[config.mk]
export PLATFORM = sky130hd
export DESIGN_NAME = ssb_serial
export DESIGN_NICKNAME = d
export VERILOG_FILES = /design/src/hdl/ssb_pkg.sv /design/src/hdl/ssb_serial.sv /design/src/hdl/ssb_baud_gen.sv
export SDC_FILE = /design/constraint.sdc
export NUM_CORES = 1
export LEC_CHECK = 0
export BUFFER_PORTS_ARGS = -buffer_cell sky130_fd_sc_hd__buf_2
export CAP_MARGIN = 20
export CORE_UTILIZATION = 57
export DETAILED_ROUTE_END_ITERATION = 10
export GPL_TIMING_DRIVEN = 0
export PLACE_DENSITY = 0.8
export SLEW_MARGIN = 20
export SYNTH_ARGS = -nofsm -noshare
export SYNTH_HDL_FRONTEND = slang
export SYNTH_SLANG_ARGS = --single-unit
[constraint.sdc]
create_clock -name aclk -period 2.7 [get_ports aclk]
set_input_delay 0.54 -clock aclk [delete_from_list [all_inputs] [get_ports aclk]]
set_output_delay 0.54 -clock aclk [all_outputs]
set_load 0.005 [all_outputs]
[src/hdl/ssb_pkg.sv]
package ssb_pkg;

  // Register byte offsets
  localparam logic [7:0] OFS_CTRL = 8'h00;
  localparam logic [7:0] OFS_TXBUF = 8'h04;
  localparam logic [7:0] OFS_RXBUF = 8'h08;
  localparam logic [7:0] OFS_BAUD = 8'h0c;
  localparam logic [7:0] OFS_FDIV = 8'h10;
  localparam logic [7:0] OFS_STAT = 8'h14;

  // Field widths and positions
  localparam int TIMER_W = 13;
  localparam int FDIV_W = 9;
  localparam int DATA_W = 8;
  localparam int STAT_OVR_BIT = 0;
  localparam int STAT_TXFULL_BIT = 1;
  localparam int STAT_RXFULL_BIT = 2;
  localparam int STAT_BUSY_BIT = 3;

  // Mode encoding
  localparam logic [2:0] MODE_SYNC = 3'h0;

  // Counts
  localparam int BITS_PER_BYTE = 8;
  localparam int ASYNC_BAUD_DIV = 16;
  localparam int SYNC_BAUD_DIV = 4;
  localparam int PRESC_DIV_LO = 2;
  localparam int PRESC_DIV_HI = 3;

  // Reset values
  localparam logic [12:0] RST_RELOAD = 13'h0000;
  localparam logic [8:0] RST_FDIV = 9'h000;

  localparam logic [1:0] RESP_OKAY = 2'h0;
  localparam logic [1:0] RESP_SLVERR = 2'h2;

  // Control register, bit 0 upward from mode_field
  typedef struct packed {
    logic frac_div_en;
    logic prescale_sel;
    logic overrun_check_en;
    logic irda_rx_invert_sel;
    logic tx_invert_sel;
    logic rx_invert_sel;
    logic echo_mode_sel;
    logic loopback_sel;
    logic rx_enable;
    logic baud_run;
    logic [2:0] mode_field;
  } ssb_ctrl_s;

  localparam ssb_ctrl_s RST_CTRL = '0;

  typedef enum logic [1:0] {ST_IDLE, ST_SHIFT, ST_GAP} ssb_state_e;

endpackage : ssb_pkg

[src/hdl/ssb_serial.sv]
`timescale 1ns/100ps
module ssb_serial (
  input wire logic aclk,
  input wire logic aresetn,
  input wire logic [7:0] s_axi_awaddr,
  input wire logic s_axi_awvalid,
  output logic s_axi_awready,
  input wire logic [31:0] s_axi_wdata,
  input wire logic [3:0] s_axi_wstrb,
  input wire logic s_axi_wvalid,
  output logic s_axi_wready,
  output logic [1:0] s_axi_bresp,
  output logic s_axi_bvalid,
  input wire logic s_axi_bready,
  input wire logic [7:0] s_axi_araddr,
  input wire logic s_axi_arvalid,
  output logic s_axi_arready,
  output logic [31:0] s_axi_rdata,
  output logic [1:0] s_axi_rresp,
  output logic s_axi_rvalid,
  input wire logic s_axi_rready,
  input wire logic rxd_in,
  output logic rxd_out,
  output logic rxd_oe,
  output logic txd_out,
  output logic autobaud_rx,
  output logic async_rx_data,
  output logic baud_clk_tick,
  output logic tx_buffer_irq,
  output logic tx_done_irq,
  output logic rx_irq,
  output logic error_irq
);

  ssb_pkg::ssb_ctrl_s control_reg;
  logic [7:0] tx_buffer;
  logic [7:0] rx_buffer;
  logic [12:0] reload_value;
  logic [8:0] frac_div_value;
  logic [12:0] timer_count;
  logic tx_full;
  logic rx_full;
  logic overrun_flag;
  logic reload_req;
  logic brt_tick;
  logic baud_tick;

  logic aw_got;
  logic w_got;
  logic [7:0] aw_addr;
  logic [31:0] w_data;
  logic [3:0] w_strb;
  logic do_write;
  logic rd_rxbuf;
  logic [31:0] rd_val;
  logic rd_ok;
  logic wr_ok;

  ssb_pkg::ssb_state_e state;
  logic [7:0] shift_reg;
  logic [2:0] bit_cnt;
  logic [1:0] phase;
  logic is_tx;
  logic is_rx;
  logic sclk;
  logic sdata;
  logic byte_done;
  logic sync_mode;
  logic rx_inv;
  logic async_tx;
  logic next_txd;
  logic next_rxd;
  logic next_oe;

  function automatic logic [31:0] merge(input logic [31:0] old, input logic [31:0] nv,
                                        input logic [3:0] strb);
    logic [31:0] res;
    res = old;
    for (int i = 0; i < 4; i++)
      if (strb[i])
        res[i*8 +: 8] = nv[i*8 +: 8];
    return res;
  endfunction : merge

  assign sync_mode = (control_reg.mode_field == ssb_pkg::MODE_SYNC);

  ////////////////////////////////////////////////////////////////////////
  // AXI4-Lite write channel
  assign do_write = aw_got && w_got && !s_axi_bvalid;
  assign wr_ok = (aw_addr == ssb_pkg::OFS_CTRL) || (aw_addr == ssb_pkg::OFS_TXBUF) ||
                 (aw_addr == ssb_pkg::OFS_BAUD) || (aw_addr == ssb_pkg::OFS_FDIV) ||
                 (aw_addr == ssb_pkg::OFS_STAT);

  always_ff @(posedge aclk)
  begin
    if (!aresetn)
    begin
      s_axi_awready <= 1'b1;
      s_axi_wready <= 1'b1;
      s_axi_bvalid <= 1'b0;
      s_axi_bresp <= ssb_pkg::RESP_OKAY;
      aw_got <= 1'b0;
      w_got <= 1'b0;
      aw_addr <= 8'h00;
      w_data <= 32'h0000_0000;
      w_strb <= 4'h0;
    end
    else
    begin
      if (s_axi_awvalid && s_axi_awready)
      begin
        aw_got <= 1'b1;
        aw_addr <= {s_axi_awaddr[7:2], 2'b00};
        s_axi_awready <= 1'b0;
      end
      if (s_axi_wvalid && s_axi_wready)
      begin
        w_got <= 1'b1;
        w_data <= s_axi_wdata;
        w_strb <= s_axi_wstrb;
        s_axi_wready <= 1'b0;
      end
      if (do_write)
      begin
        aw_got <= 1'b0;
        w_got <= 1'b0;
        s_axi_bvalid <= 1'b1;
        s_axi_bresp <= wr_ok ? ssb_pkg::RESP_OKAY : ssb_pkg::RESP_SLVERR;
      end
      if (s_axi_bvalid && s_axi_bready)
      begin
        s_axi_bvalid <= 1'b0;
        s_axi_awready <= 1'b1;
        s_axi_wready <= 1'b1;
      end
    end
  end

  ////////////////////////////////////////////////////////////////////////
  // AXI4-Lite read channel
  always_comb
  begin
    rd_ok = 1'b1;
    case ({s_axi_araddr[7:2], 2'b00})
      ssb_pkg::OFS_CTRL: rd_val = 32'(control_reg);
      ssb_pkg::OFS_TXBUF: rd_val = 32'(tx_buffer);
      ssb_pkg::OFS_RXBUF: rd_val = 32'(rx_buffer);
      ssb_pkg::OFS_BAUD: rd_val = 32'(timer_count);
      ssb_pkg::OFS_FDIV: rd_val = 32'(frac_div_value);
      ssb_pkg::OFS_STAT:
      begin
        rd_val = 32'h0000_0000;
        rd_val[ssb_pkg::STAT_OVR_BIT] = overrun_flag;
        rd_val[ssb_pkg::STAT_TXFULL_BIT] = tx_full;
        rd_val[ssb_pkg::STAT_RXFULL_BIT] = rx_full;
        rd_val[ssb_pkg::STAT_BUSY_BIT] = (state != ssb_pkg::ST_IDLE);
      end
      default:
      begin
        rd_val = 32'h0000_0000;
        rd_ok = 1'b0;
      end
    endcase
  end

  assign rd_rxbuf = s_axi_arvalid && s_axi_arready &&
                    ({s_axi_araddr[7:2], 2'b00} == ssb_pkg::OFS_RXBUF);

  always_ff @(posedge aclk)
  begin
    if (!aresetn)
    begin
      s_axi_arready <= 1'b1;
      s_axi_rvalid <= 1'b0;
      s_axi_rdata <= 32'h0000_0000;
      s_axi_rresp <= ssb_pkg::RESP_OKAY;
    end
    else if (s_axi_arvalid && s_axi_arready)
    begin
      s_axi_arready <= 1'b0;
      s_axi_rvalid <= 1'b1;
      s_axi_rdata <= rd_val;
      s_axi_rresp <= rd_ok ? ssb_pkg::RESP_OKAY : ssb_pkg::RESP_SLVERR;
    end
    else if (s_axi_rvalid && s_axi_rready)
    begin
      s_axi_rvalid <= 1'b0;
      s_axi_arready <= 1'b1;
    end
  end

  ////////////////////////////////////////////////////////////////////////
  // Software registers
  always_ff @(posedge aclk)
  begin
    if (!aresetn)
    begin
      control_reg <= ssb_pkg::RST_CTRL;
      tx_buffer <= 8'h00;
      reload_value <= ssb_pkg::RST_RELOAD;
      frac_div_value <= ssb_pkg::RST_FDIV;
      reload_req <= 1'b0;
    end
    else
    begin
      reload_req <= 1'b0;
      if (byte_done && is_rx)
        control_reg.rx_enable <= 1'b0;
      if (do_write)
      begin
        case (aw_addr)
          ssb_pkg::OFS_CTRL:
            control_reg <= ssb_pkg::ssb_ctrl_s'(13'(merge(32'(control_reg), w_data, w_strb)));
          ssb_pkg::OFS_TXBUF:
            if (w_strb[0])
              tx_buffer <= w_data[7:0];
          ssb_pkg::OFS_BAUD:
          begin
            reload_value <= 13'(merge(32'(reload_value), w_data, w_strb));
            reload_req <= 1'b1;
          end
          ssb_pkg::OFS_FDIV:
            frac_div_value <= 9'(merge(32'(frac_div_value), w_data, w_strb));
          default: ;
        endcase
      end
    end
  end

  ssb_baud_gen u_baud (
    .aclk(aclk),
    .aresetn(aresetn),
    .baud_run(control_reg.baud_run),
    .sync_mode(sync_mode),
    .prescale_sel(control_reg.prescale_sel),
    .frac_div_en(control_reg.frac_div_en),
    .frac_div_value(frac_div_value),
    .reload_value(reload_value),
    .reload_req(reload_req),
    .timer_count(timer_count),
    .brt_tick(brt_tick),
    .baud_tick(baud_tick)
  );

  ////////////////////////////////////////////////////////////////////////
  // Synchronous shift engine
  assign byte_done = (state == ssb_pkg::ST_SHIFT) && brt_tick && (phase == 2'h3) &&
                     (bit_cnt == 3'(ssb_pkg::BITS_PER_BYTE - 1));

  always_ff @(posedge aclk)
  begin
    if (!aresetn)
    begin
      state <= ssb_pkg::ST_IDLE;
      shift_reg <= 8'h00;
      bit_cnt <= 3'h0;
      phase <= 2'h0;
      is_tx <= 1'b0;
      is_rx <= 1'b0;
      sclk <= 1'b1;
      sdata <= 1'b1;
      tx_buffer_irq <= 1'b0;
      tx_done_irq <= 1'b0;
      rx_irq <= 1'b0;
    end
    else
    begin
      tx_buffer_irq <= 1'b0;
      tx_done_irq <= 1'b0;
      rx_irq <= 1'b0;
      case (state)
        ssb_pkg::ST_IDLE:
        begin
          sclk <= 1'b1;
          sdata <= 1'b1;
          phase <= 2'h0;
          bit_cnt <= 3'h0;
          if (sync_mode && control_reg.baud_run)
          begin
            if (tx_full && (!control_reg.rx_enable || control_reg.loopback_sel))
            begin
              shift_reg <= tx_buffer;
              tx_buffer_irq <= 1'b1;
              is_tx <= 1'b1;
              is_rx <= control_reg.rx_enable;
              state <= ssb_pkg::ST_SHIFT;
            end
            else if (control_reg.rx_enable)
            begin
              is_tx <= 1'b0;
              is_rx <= 1'b1;
              state <= ssb_pkg::ST_SHIFT;
            end
          end
        end
        ssb_pkg::ST_SHIFT:
          if (brt_tick)
          begin
            phase <= phase + 2'h1;
            case (phase)
              2'h0:
              begin
                sclk <= 1'b0;
                if (is_tx)
                  sdata <= shift_reg[0];
              end
              2'h2:
              begin
                sclk <= 1'b1;
                shift_reg <= {control_reg.loopback_sel ? sdata : rxd_in, shift_reg[7:1]};
              end
              2'h3:
                if (byte_done)
                begin
                  sdata <= 1'b1;
                  tx_done_irq <= is_tx;
                  rx_irq <= is_rx;
                  state <= ssb_pkg::ST_GAP;
                end
                else
                  bit_cnt <= bit_cnt + 3'h1;
              default: ;
            endcase
          end
        ssb_pkg::ST_GAP:
          if (brt_tick)
          begin
            phase <= phase + 2'h1;
            if (phase == 2'(ssb_pkg::SYNC_BAUD_DIV - 1))
              state <= ssb_pkg::ST_IDLE;
          end
        default: state <= ssb_pkg::ST_IDLE;
      endcase
    end
  end

  ////////////////////////////////////////////////////////////////////////
  // Buffer flags and overrun
  always_ff @(posedge aclk)
  begin
    if (!aresetn)
    begin
      tx_full <= 1'b0;
      rx_full <= 1'b0;
      overrun_flag <= 1'b0;
      rx_buffer <= 8'h00;
      error_irq <= 1'b0;
    end
    else
    begin
      error_irq <= 1'b0;
      if (do_write && aw_addr == ssb_pkg::OFS_TXBUF && w_strb[0])
        tx_full <= 1'b1;
      else if (state == ssb_pkg::ST_IDLE && tx_buffer_irq == 1'b0 && sync_mode &&
               control_reg.baud_run && tx_full &&
               (!control_reg.rx_enable || control_reg.loopback_sel))
        tx_full <= 1'b0;
      if (byte_done && is_rx)
      begin
        rx_buffer <= shift_reg;
        rx_full <= 1'b1;
        if (rx_full && !rd_rxbuf && control_reg.overrun_check_en)
        begin
          error_irq <= 1'b1;
          overrun_flag <= 1'b1;
        end
      end
      else if (rd_rxbuf)
        rx_full <= 1'b0;
      if (do_write && aw_addr == ssb_pkg::OFS_STAT && w_strb[0] &&
          w_data[ssb_pkg::STAT_OVR_BIT] && !(byte_done && is_rx && rx_full))
        overrun_flag <= 1'b0;
    end
  end

  ////////////////////////////////////////////////////////////////////////
  // Pin data path
  assign rx_inv = rxd_in ^ control_reg.rx_invert_sel;
  assign async_tx = 1'b1;

  always_comb
  begin
    if (sync_mode)
    begin
      next_txd = sclk;
      next_rxd = sdata;
      next_oe = is_tx && (state != ssb_pkg::ST_IDLE);
    end
    else
    begin
      next_txd = (control_reg.echo_mode_sel ? rx_inv : async_tx) ^
                 control_reg.tx_invert_sel;
      next_rxd = 1'b1;
      next_oe = 1'b0;
    end
  end

  always_ff @(posedge aclk)
  begin
    if (!aresetn)
    begin
      txd_out <= 1'b1;
      rxd_out <= 1'b1;
      rxd_oe <= 1'b0;
      autobaud_rx <= 1'b1;
      async_rx_data <= 1'b1;
      baud_clk_tick <= 1'b0;
    end
    else
    begin
      txd_out <= next_txd;
      rxd_out <= next_rxd;
      rxd_oe <= next_oe;
      autobaud_rx <= rx_inv;
      async_rx_data <= (control_reg.loopback_sel ? async_tx : rx_inv) ^
                       control_reg.irda_rx_invert_sel;
      baud_clk_tick <= baud_tick;
    end
  end

  ////////////////////////////////////////////////////////////////////////
  // Checks
  sclk_idle_a: assert property (@(posedge aclk) disable iff (!aresetn)
    state == ssb_pkg::ST_IDLE |=> sclk)
    else $error("shift clock not high when idle");

  tx_start_a: assert property (@(posedge aclk) disable iff (!aresetn)
    state == ssb_pkg::ST_IDLE && sync_mode && control_reg.baud_run && tx_full &&
    !control_reg.rx_enable |=> tx_buffer_irq && state == ssb_pkg::ST_SHIFT)
    else $error("transmit did not start");

  byte_end_a: assert property (@(posedge aclk) disable iff (!aresetn)
    byte_done && is_tx |=> tx_done_irq && sdata && state == ssb_pkg::ST_GAP)
    else $error("transmit end wrong");

  rx_clear_a: assert property (@(posedge aclk) disable iff (!aresetn)
    byte_done && is_rx && !do_write |=> rx_irq && !control_reg.rx_enable && rx_full)
    else $error("receive end wrong");

  overrun_a: assert property (@(posedge aclk) disable iff (!aresetn)
    byte_done && is_rx && rx_full && !rd_rxbuf && control_reg.overrun_check_en
    |=> error_irq && overrun_flag)
    else $error("overrun missed");

  gap_len_a: assert property (@(posedge aclk) disable iff (!aresetn)
    $rose(state == ssb_pkg::ST_GAP) |-> state == ssb_pkg::ST_GAP [*4])
    else $error("byte gap too short");

  rx_hold_a: assert property (@(posedge aclk) disable iff (!aresetn)
    state == ssb_pkg::ST_SHIFT && is_rx && !is_tx |=> !tx_buffer_irq)
    else $error("transmit started during reception");

  echo_path_a: assert property (@(posedge aclk) disable iff (!aresetn)
    !sync_mode && control_reg.echo_mode_sel && $stable(control_reg) |=>
    txd_out == ($past(rxd_in) ^ $past(control_reg.rx_invert_sel) ^
                $past(control_reg.tx_invert_sel)))
    else $error("echo path wrong");

  baud_read_a: assert property (@(posedge aclk) disable iff (!aresetn)
    s_axi_arvalid && s_axi_arready && {s_axi_araddr[7:2], 2'b00} == ssb_pkg::OFS_BAUD
    |=> s_axi_rdata[15:13] == 3'h0 && s_axi_rvalid)
    else $error("baud read upper bits set");

endmodule : ssb_serial

[src/hdl/ssb_baud_gen.sv]
`timescale 1ns/100ps
module ssb_baud_gen #(
  parameter int TW = ssb_pkg::TIMER_W,
  parameter int FW = ssb_pkg::FDIV_W
) (
  input wire logic aclk,
  input wire logic aresetn,
  input wire logic baud_run,
  input wire logic sync_mode,
  input wire logic prescale_sel,
  input wire logic frac_div_en,
  input wire logic [FW-1:0] frac_div_value,
  input wire logic [TW-1:0] reload_value,
  input wire logic reload_req,
  output logic [TW-1:0] timer_count,
  output logic brt_tick,
  output logic baud_tick
);

  logic [1:0] presc_cnt;
  logic [FW-1:0] frac_acc;
  logic [FW:0] frac_sum;
  logic div_tick;
  logic reload_pend;
  logic [3:0] baud_cnt;
  logic frac_on;

  assign frac_on = frac_div_en && !sync_mode;
  assign frac_sum = {1'b0, frac_acc} + {1'b0, frac_div_value};

  ////////////////////////////////////////////////////////////////////////
  // Prescaler
  always_comb
  begin
    if (frac_on)
      div_tick = (frac_div_value == '0) || frac_sum[FW];
    else if (prescale_sel)
      div_tick = (presc_cnt == 2'(ssb_pkg::PRESC_DIV_HI - 1));
    else
      div_tick = (presc_cnt == 2'(ssb_pkg::PRESC_DIV_LO - 1));
  end

  always_ff @(posedge aclk)
  begin
    if (!aresetn || !baud_run)
    begin
      presc_cnt <= 2'h0;
      frac_acc <= '0;
    end
    else
    begin
      presc_cnt <= div_tick ? 2'h0 : presc_cnt + 2'h1;
      frac_acc <= frac_on ? frac_sum[FW-1:0] : '0;
    end
  end

  ////////////////////////////////////////////////////////////////////////
  // Reloadable down counter
  always_ff @(posedge aclk)
  begin
    if (!aresetn)
    begin
      timer_count <= '0;
      reload_pend <= 1'b0;
      brt_tick <= 1'b0;
    end
    else
    begin
      brt_tick <= 1'b0;
      if (!baud_run)
      begin
        if (reload_req)
          reload_pend <= 1'b1;
      end
      else if (reload_req || reload_pend)
      begin
        timer_count <= reload_value;
        reload_pend <= 1'b0;
      end
      else if (div_tick)
      begin
        if (timer_count == '0)
        begin
          timer_count <= reload_value;
          brt_tick <= 1'b1;
        end
        else
          timer_count <= timer_count - 1'b1;
      end
    end
  end

  ////////////////////////////////////////////////////////////////////////
  // Baud clock divider
  always_ff @(posedge aclk)
  begin
    if (!aresetn || !baud_run)
    begin
      baud_cnt <= 4'h0;
      baud_tick <= 1'b0;
    end
    else
    begin
      baud_tick <= 1'b0;
      if (brt_tick)
      begin
        if ((sync_mode && baud_cnt == 4'(ssb_pkg::SYNC_BAUD_DIV - 1)) ||
            (!sync_mode && baud_cnt == 4'(ssb_pkg::ASYNC_BAUD_DIV - 1)))
        begin
          baud_cnt <= 4'h0;
          baud_tick <= 1'b1;
        end
        else
          baud_cnt <= baud_cnt + 4'h1;
      end
    end
  end

  timer_stops_a: assert property (@(posedge aclk) disable iff (!aresetn)
    !baud_run && !$past(reload_req) |=> $stable(timer_count))
    else $error("timer moved while stopped");

  baud_div_a: assert property (@(posedge aclk) disable iff (!aresetn)
    baud_tick |-> $past(brt_tick))
    else $error("baud tick without underflow");

endmodule : ssb_baud_gen

==> flow_summary.yaml, run 1 <==
timing:
  tightest_slew_ns: 0.778
  min_period_ns: 2.49
  rsz0062_at_grt: "false"
  hold_violations: 0
  tns_ns: 0
  setup_viol_count_final: 0
  fmax_ghz: 0.402
  clock_skew_ns: 0.00684
  drv_slew: 0
  min_period_over_period_pct: 92.1
  slew_headroom_pct: 48.1
critical_path:
  required_ns: 3.04
  reg2reg_depth: 8
  r2r_slack_ns: 0.21
  setup.worst_path.class: "register to register"
  r2r-start: "frac_div_value[1]"
  endpoint_kind: "register"
  r2r_end: "u_baud.timer_count[9]"
  arrival_ns: 2.83
  worstSetupStartpointType: "register"
  cp_max_fo: 10
global_route:
  grt_first_pass_wirelength_mm: 30.2
  globalRoute.totalOverflow: 0
  antenna_found_initial: 0
  grt_pass1_vias: 5821
  grt_max_degree: 17
  grt_usage_pct: 30.8
synthesis:
  synth-seq-area-share_pct: 43.8
  synth_top_area_share_pct: 43.8
  synth_edf_count: 0
  synth-async-reset-ratio_pct: 0
  syn_area_mm2: 0.00722
  synth-main-ff-cell: "dfxtp_1"
  syn_inst: 867
  ys_seq_elements: 158
  avgSynthCellArea_um2: 8.32
  synth.area.top_cells: "dfxtp_1, a21oi_1, nand2_1"
  yosysUniqueCellTypes: 63
  yosysTopAreaCell: "dfxtp_1"
  yosys_warnings: 0
placement:
  numPortBuffers: 61
  gp_congestion: 0.959
  dp_hpwl_mm: 14.2
power:
  p_sw_w: 0.00113
  p_per_area_mw_per_mm2: 589
  intPower_w: 0.00379
  p_sw_share_pct: 23.0
  seqPwrFrac_pct: 48.8
  finalPower_w: 0.00492
  power_frac_comb_pct: 4.9
  pwr-share-clk_pct: 46.4
  power.leakage_nw: 3.19
  ir_drop_uv: 430
clock_tree:
  cts.sinks: 158
  numCtsBuffers: 17
  clock_latency_ns: 0.44
  cts.reportedPaths.clkPinSlew_ns: 0.06
  post_cts.repair.setup_buffers: 0
  h-tree-depth: 4
  cts_resized: 0
  hold_buffers: 0
  cts_tree: "yes"
  clock_path_buffers: 2
  clock-root-buffer: "clkbuf_16"
detailed_routing:
  avgRoutedWirePerCell_um: 16.8
  drtIter0Drc: 770
  postRouteAntennaNets: 0
  finalWirelength_mm: 19.3
  route.detailed.drc: 0
  vias: 6612
  viasPerCell: 5.77
  drtPass1Iterations: 6
floorplanning:
  start_util_pct: 59.3
  fp.dieW_um: 115
  die-area_mm2: 0.0131
  placementRows: 40
  io_pins: 111
  coreArea_mm2: 0.0122
  dieHeight_um: 115
worst_hold_path:
  hp-class: "input port to register"
  hold_path_depth: 2
  hold_path_end: "s_axi_wready"
  hp-start: "s_axi_wvalid"
cells_and_area:
  n_antenna_cell: 0
  layout_commonest_cell: "dfxtp_1"
  drive_above_1_share_pct: 15.5
  syn2layout_area_growth_pct: 15.9
  fin_nets: 1048
  layout_common_cells: "dfxtp_1, nand2_1, a21oi_1"
  fillers: 1052
job:
  cap_violations: 0
status:
  status: "finished, final reports clean"
critical path: stages (launching register included):
cell and delay (ns):
dfxtp_1 0.52, ha_1 0.31, a211oi_1 0.23, o21ai_1 0.17
o2111ai_1 0.26, a41o_1 0.37, buf_2 0.31, a21oi_1 0.07
o32ai_1 0.15
power by group through the flow:
stage | registers (W) | clock network [W] | logic [W]
after floorplan | 0.00244 | 0 | 0.000152
after detailed placement | 0.00245 | 0 | 0.000235
after global routing | 0.00240 | 0.00241 | 0.000265
after CTS | 0.00240 | 0.00230 | 0.000236
final | 0.00240 | 0.00228 | 0.000240
after global placement | 0.00245 | 0 | 0.000231
worst max path at each step:
stage,startpoint,to,depth (start not counted)
after floorplan,frac_div_value[0],u_baud.frac_acc[8],8
after global placement,frac_div_value[1],u_baud.timer_count[9],8
after detailed placement,frac_div_value[1],u_baud.timer_count[9],8
after CTS,frac_div_value[1],u_baud.timer_count[9],8
after global routing,frac_div_value[1],u_baud.timer_count[9],8
final,frac_div_value[1],u_baud.timer_count[9],8
through the flow:
step / instance area, µm² / utilization (%) / setup WS, ns / hold WS [ns] / instances
2_1_floorplan: 7290 / - / 0.631 / 0.412 / 887
3_3_place_gp: 7810 / 64.2 / 0.306 / 0.418 / 1116
3_5_place_dp: 7810 / 64.2 / 0.285 / 0.426 / 1116
4_1_cts: 8360 / 68.8 / 0.271 / 0.300 / 1146
5_1_grt: 8360 / 68.8 / 0.151 / 0.326 / 1146
6_report: 8360 / 68.8 / 0.213 / 0.310 / 1146
per-layer routing:
metal  routed length [µm]  GRT usage (%)
met1                 8410           41.9
met2                 8410           47.4
met5                    0              0
met3                 1880           7.20
met4                  553           11.9
cell usage after synthesis, drive strengths merged (4+ instances only):
master and n:
a211oi 11, a21o 6, a21oi 125, a221oi 4
a222oi 5, a22oi 11, a31o 6, and2 6
and3 6, buf 40, clkbuf 31, dfxtp 158
ha 20, inv 21, mux2i 19, nand2 151
nand2b 10, nand3 51, nor2 63, nor2b 4
nor3 17, nor4 5, o211ai 13, o21ai 20
o31ai 10, o32ai 4, or3 6, xnor2 6
xor2 7
layout make-up:
| class | count | area [µm²] | area share (%) |
|---|---|---|---|
| clock buffer | 21 | 470 | 5.62 |
| sequential | 158 | 3160 | 37.8 |
| inverter | 21 | 78.8 | 0.942 |
| multi-input combinational | 637 | 3660 | 43.8 |
| buffer | 71 | 390 | 4.67 |
| tap | 168 | 210 | 2.51 |
| clock inverter | 9 | 86.3 | 1.03 |
| timing repair buffer | 61 | 305 | 3.65 |
logic make-up (layout without fill, tap and decap cells):
| family | Yosys count | in the layout | share of synthesized area, % |
|---|---|---|---|
| simple gates | 332 | 332 | 21.9 |
| mux | 19 | 19 | 2.64 |
| xor+xnor | 13 | 13 | 1.58 |
| fa+ha+maj | 21 | 21 | 3.74 |
| flops | 158 | 158 | 43.8 |
| buf+inv | 92 | 183 | 6.50 |
| other cells | 1 | 21 | 0.0520 |
| compound gates | 231 | 231 | 19.7 |
(Power assumes the default switching activity.)
==> run 2: changes to the inputs <==
--- a/config.mk
+++ b/config.mk
@@ -10,7 +10,9 @@
 export CORE_UTILIZATION = 57
 export DETAILED_ROUTE_END_ITERATION = 10
 export GPL_TIMING_DRIVEN = 0
+export HOLD_SLACK_MARGIN = 0.02
 export PLACE_DENSITY = 0.8
+export REMOVE_ABC_BUFFERS = 1
 export SLEW_MARGIN = 20
 export SYNTH_ARGS = -nofsm -noshare
 export SYNTH_HDL_FRONTEND = slang
==> constraint.sdc (replaced) <==
create_clock -name aclk -period 2.29 [get_ports aclk]
set_input_delay 0.458 -clock aclk [delete_from_list [all_inputs] [get_ports aclk]]
set_output_delay 0.458 -clock aclk [all_outputs]
set_load 0.005 [all_outputs]
==> flow_summary.yaml, run 2 (synthesized netlist as in run 1, its figures left out) <==
global_route:
  antenna_found_initial: 0
  grt_first_pass_wirelength_mm: 28.0
  grt_max_degree: 71
  globalRoute.totalOverflow: 0
  grt_usage_pct: 28.0
  grt_pass1_vias: 5635
job:
  cap_violations: 0
cells_and_area:
  fin_nets: 986
  finish.utilization_pct: 66.7
  layout_common_cells: "dfxtp_1, nand2_1, a21oi_1"
  n_antenna_cell: 0
  syn2layout_area_growth_pct: 12.4
  fillers: 1067
  drive_above_1_share_pct: 14.6
  layout_commonest_cell: "dfxtp_1"
  fin_area_mm2: 0.00811
placement:
  dpl-instance-area_mm2: 0.00746
  numPortBuffers: 64
  gp_congestion: 0.900
  dp_hpwl_mm: 11.8
clock_tree:
  clock_latency_ns: 0.44
  hold_buffers: 0
  clock-root-buffer: "clkbuf_16"
  clock_path_buffers: 2
  cts.sinks: 158
  cts.reportedPaths.clkPinSlew_ns: 0.06
  numCtsBuffers: 17
  h-tree-depth: 4
  cts_tree: "yes"
timing:
  whs_ns: 0.226
  min_period_over_period_pct: 95.2
  drv_slew: 0
  hold_violations: 0
  tns_ns: 0
  min_period_ns: 2.18
  setup_viol_count_final: 0
  slew_headroom_pct: 46.3
  rsz0062_at_grt: "false"
  clock_skew_ns: 0.00959
  tightest_slew_ns: 0.805
  fmax_ghz: 0.459
detailed_routing:
  viasPerCell: 5.87
  vias: 6369
  drtIter0Drc: 623
  finalWirelength_mm: 17.7
  drtPass1Iterations: 5
  avgRoutedWirePerCell_um: 16.3
  postRouteAntennaNets: 0
  route.detailed.drc: 0
critical_path:
  required_ns: 2.65
  arrival_ns: 2.54
  setup.worst_path.class: "register to register"
  endpoint_kind: "register"
  worstSetupStartpointType: "register"
  cp_max_fo: 12
power:
  pwr-share-clk_pct: 45.8
  finalPower_w: 0.00566
  ir_drop_uv: 564
  power_frac_comb_pct: 4.1
  p_sw_share_pct: 24.5
  intPower_w: 0.00427
  power.leakage_nw: 3.01
  p_sw_w: 0.00139
  seqPwrFrac_pct: 50.1
  p_per_area_mw_per_mm2: 698
worst_hold_path:
  hp-class: "input port to register"
floorplanning:
  coreArea_mm2: 0.0122
  start_util_pct: 59.3
  die-area_mm2: 0.0131
  dieHeight_um: 115
  io_pins: 111
  fp.dieW_um: 115
  placementRows: 40
status:
  status: "finished, final reports clean"
[run 2: changes by cell type in the layout (fill, tap and decap cells not counted), moves of 2 or more]
cell and delta:
clkbuf_1 -31, buf_4 -20, buf_2 -6, buf_1 -4, buf_6 -3, clkbuf_8 -3
clkinv_2 -3, clkinv_4 +3, clkinvlp_4 +3, inv_8 +2, nor2_4 +2
[run 2: through the flow]
stage	setup slack, ns	cells
after floorplan	0.133	816
after global placement	-0.949	1048
after detailed placement	-0.390	1049
after CTS	0.0139	1084
after global routing	0.00441	1085
final	0.111	1085
[run 2: final cells by class]
cell class | instances | area (µm²) | share of cell area [%]
clock buffer | 18 | 429 | 5.29
clock inverter | 13 | 113 | 1.39
inverter | 21 | 83.8 | 1.03
multi-input combinational | 638 | 3730 | 46.0
sequential | 158 | 3160 | 39.0
tap | 168 | 210 | 2.59
timing repair buffer | 69 | 378 | 4.66
[run 2: power by group through the flow]
stage	Clock, W	Combinational [W]	Sequential, W
floorplan	0	0.000120	0.00288
global placement	0	0.000219	0.00290
detailed placement	0	0.000226	0.00290
CTS	0.00262	0.000230	0.00284
global route	0.00275	0.000258	0.00284
finish	0.00259	0.000232	0.00284
[run 2: final timing paths]
kind | start | end | slack [ns] | depth (start not counted)
max | frac_div_value[2] | u_baud.timer_count[1] | 0.11 | 7
min | s_axi_wvalid | s_axi_wready | 0.23 | 2
max reg2reg | frac_div_value[2] | u_baud.timer_count[1] | 0.11 | 7
min reg2reg | u_baud.baud_tick | baud_clk_tick | 0.45 | 1
[run 2: worst max-delay path: stages (launching register included)]
cell	delay (ns)
dfxtp_1	0.38
ha_1	0.38
o211ai_1	0.13
o21ai_2	0.21
o2111ai_2	0.22
a41o_4	0.39
a211o_1	0.25
a21oi_1	0.13
[run 2: what timing repair did]
action | in CTS | in global routing
gates resized for setup | 6 | 8
setup endpoints to repair | 40 | 25
cloned | 0 | 1
pin swaps | 2 | 2
setup buffers | 4 | 0
[run 2: layer usage]
metal	up-vias	track usage (%)	part of all wire (%)
li1	3098	-	-
met3	40	5.98	6.7
met5	-	0	0
met2	230	42.5	45
met1	3001	37.9	45
met4	0	13.2	3.2
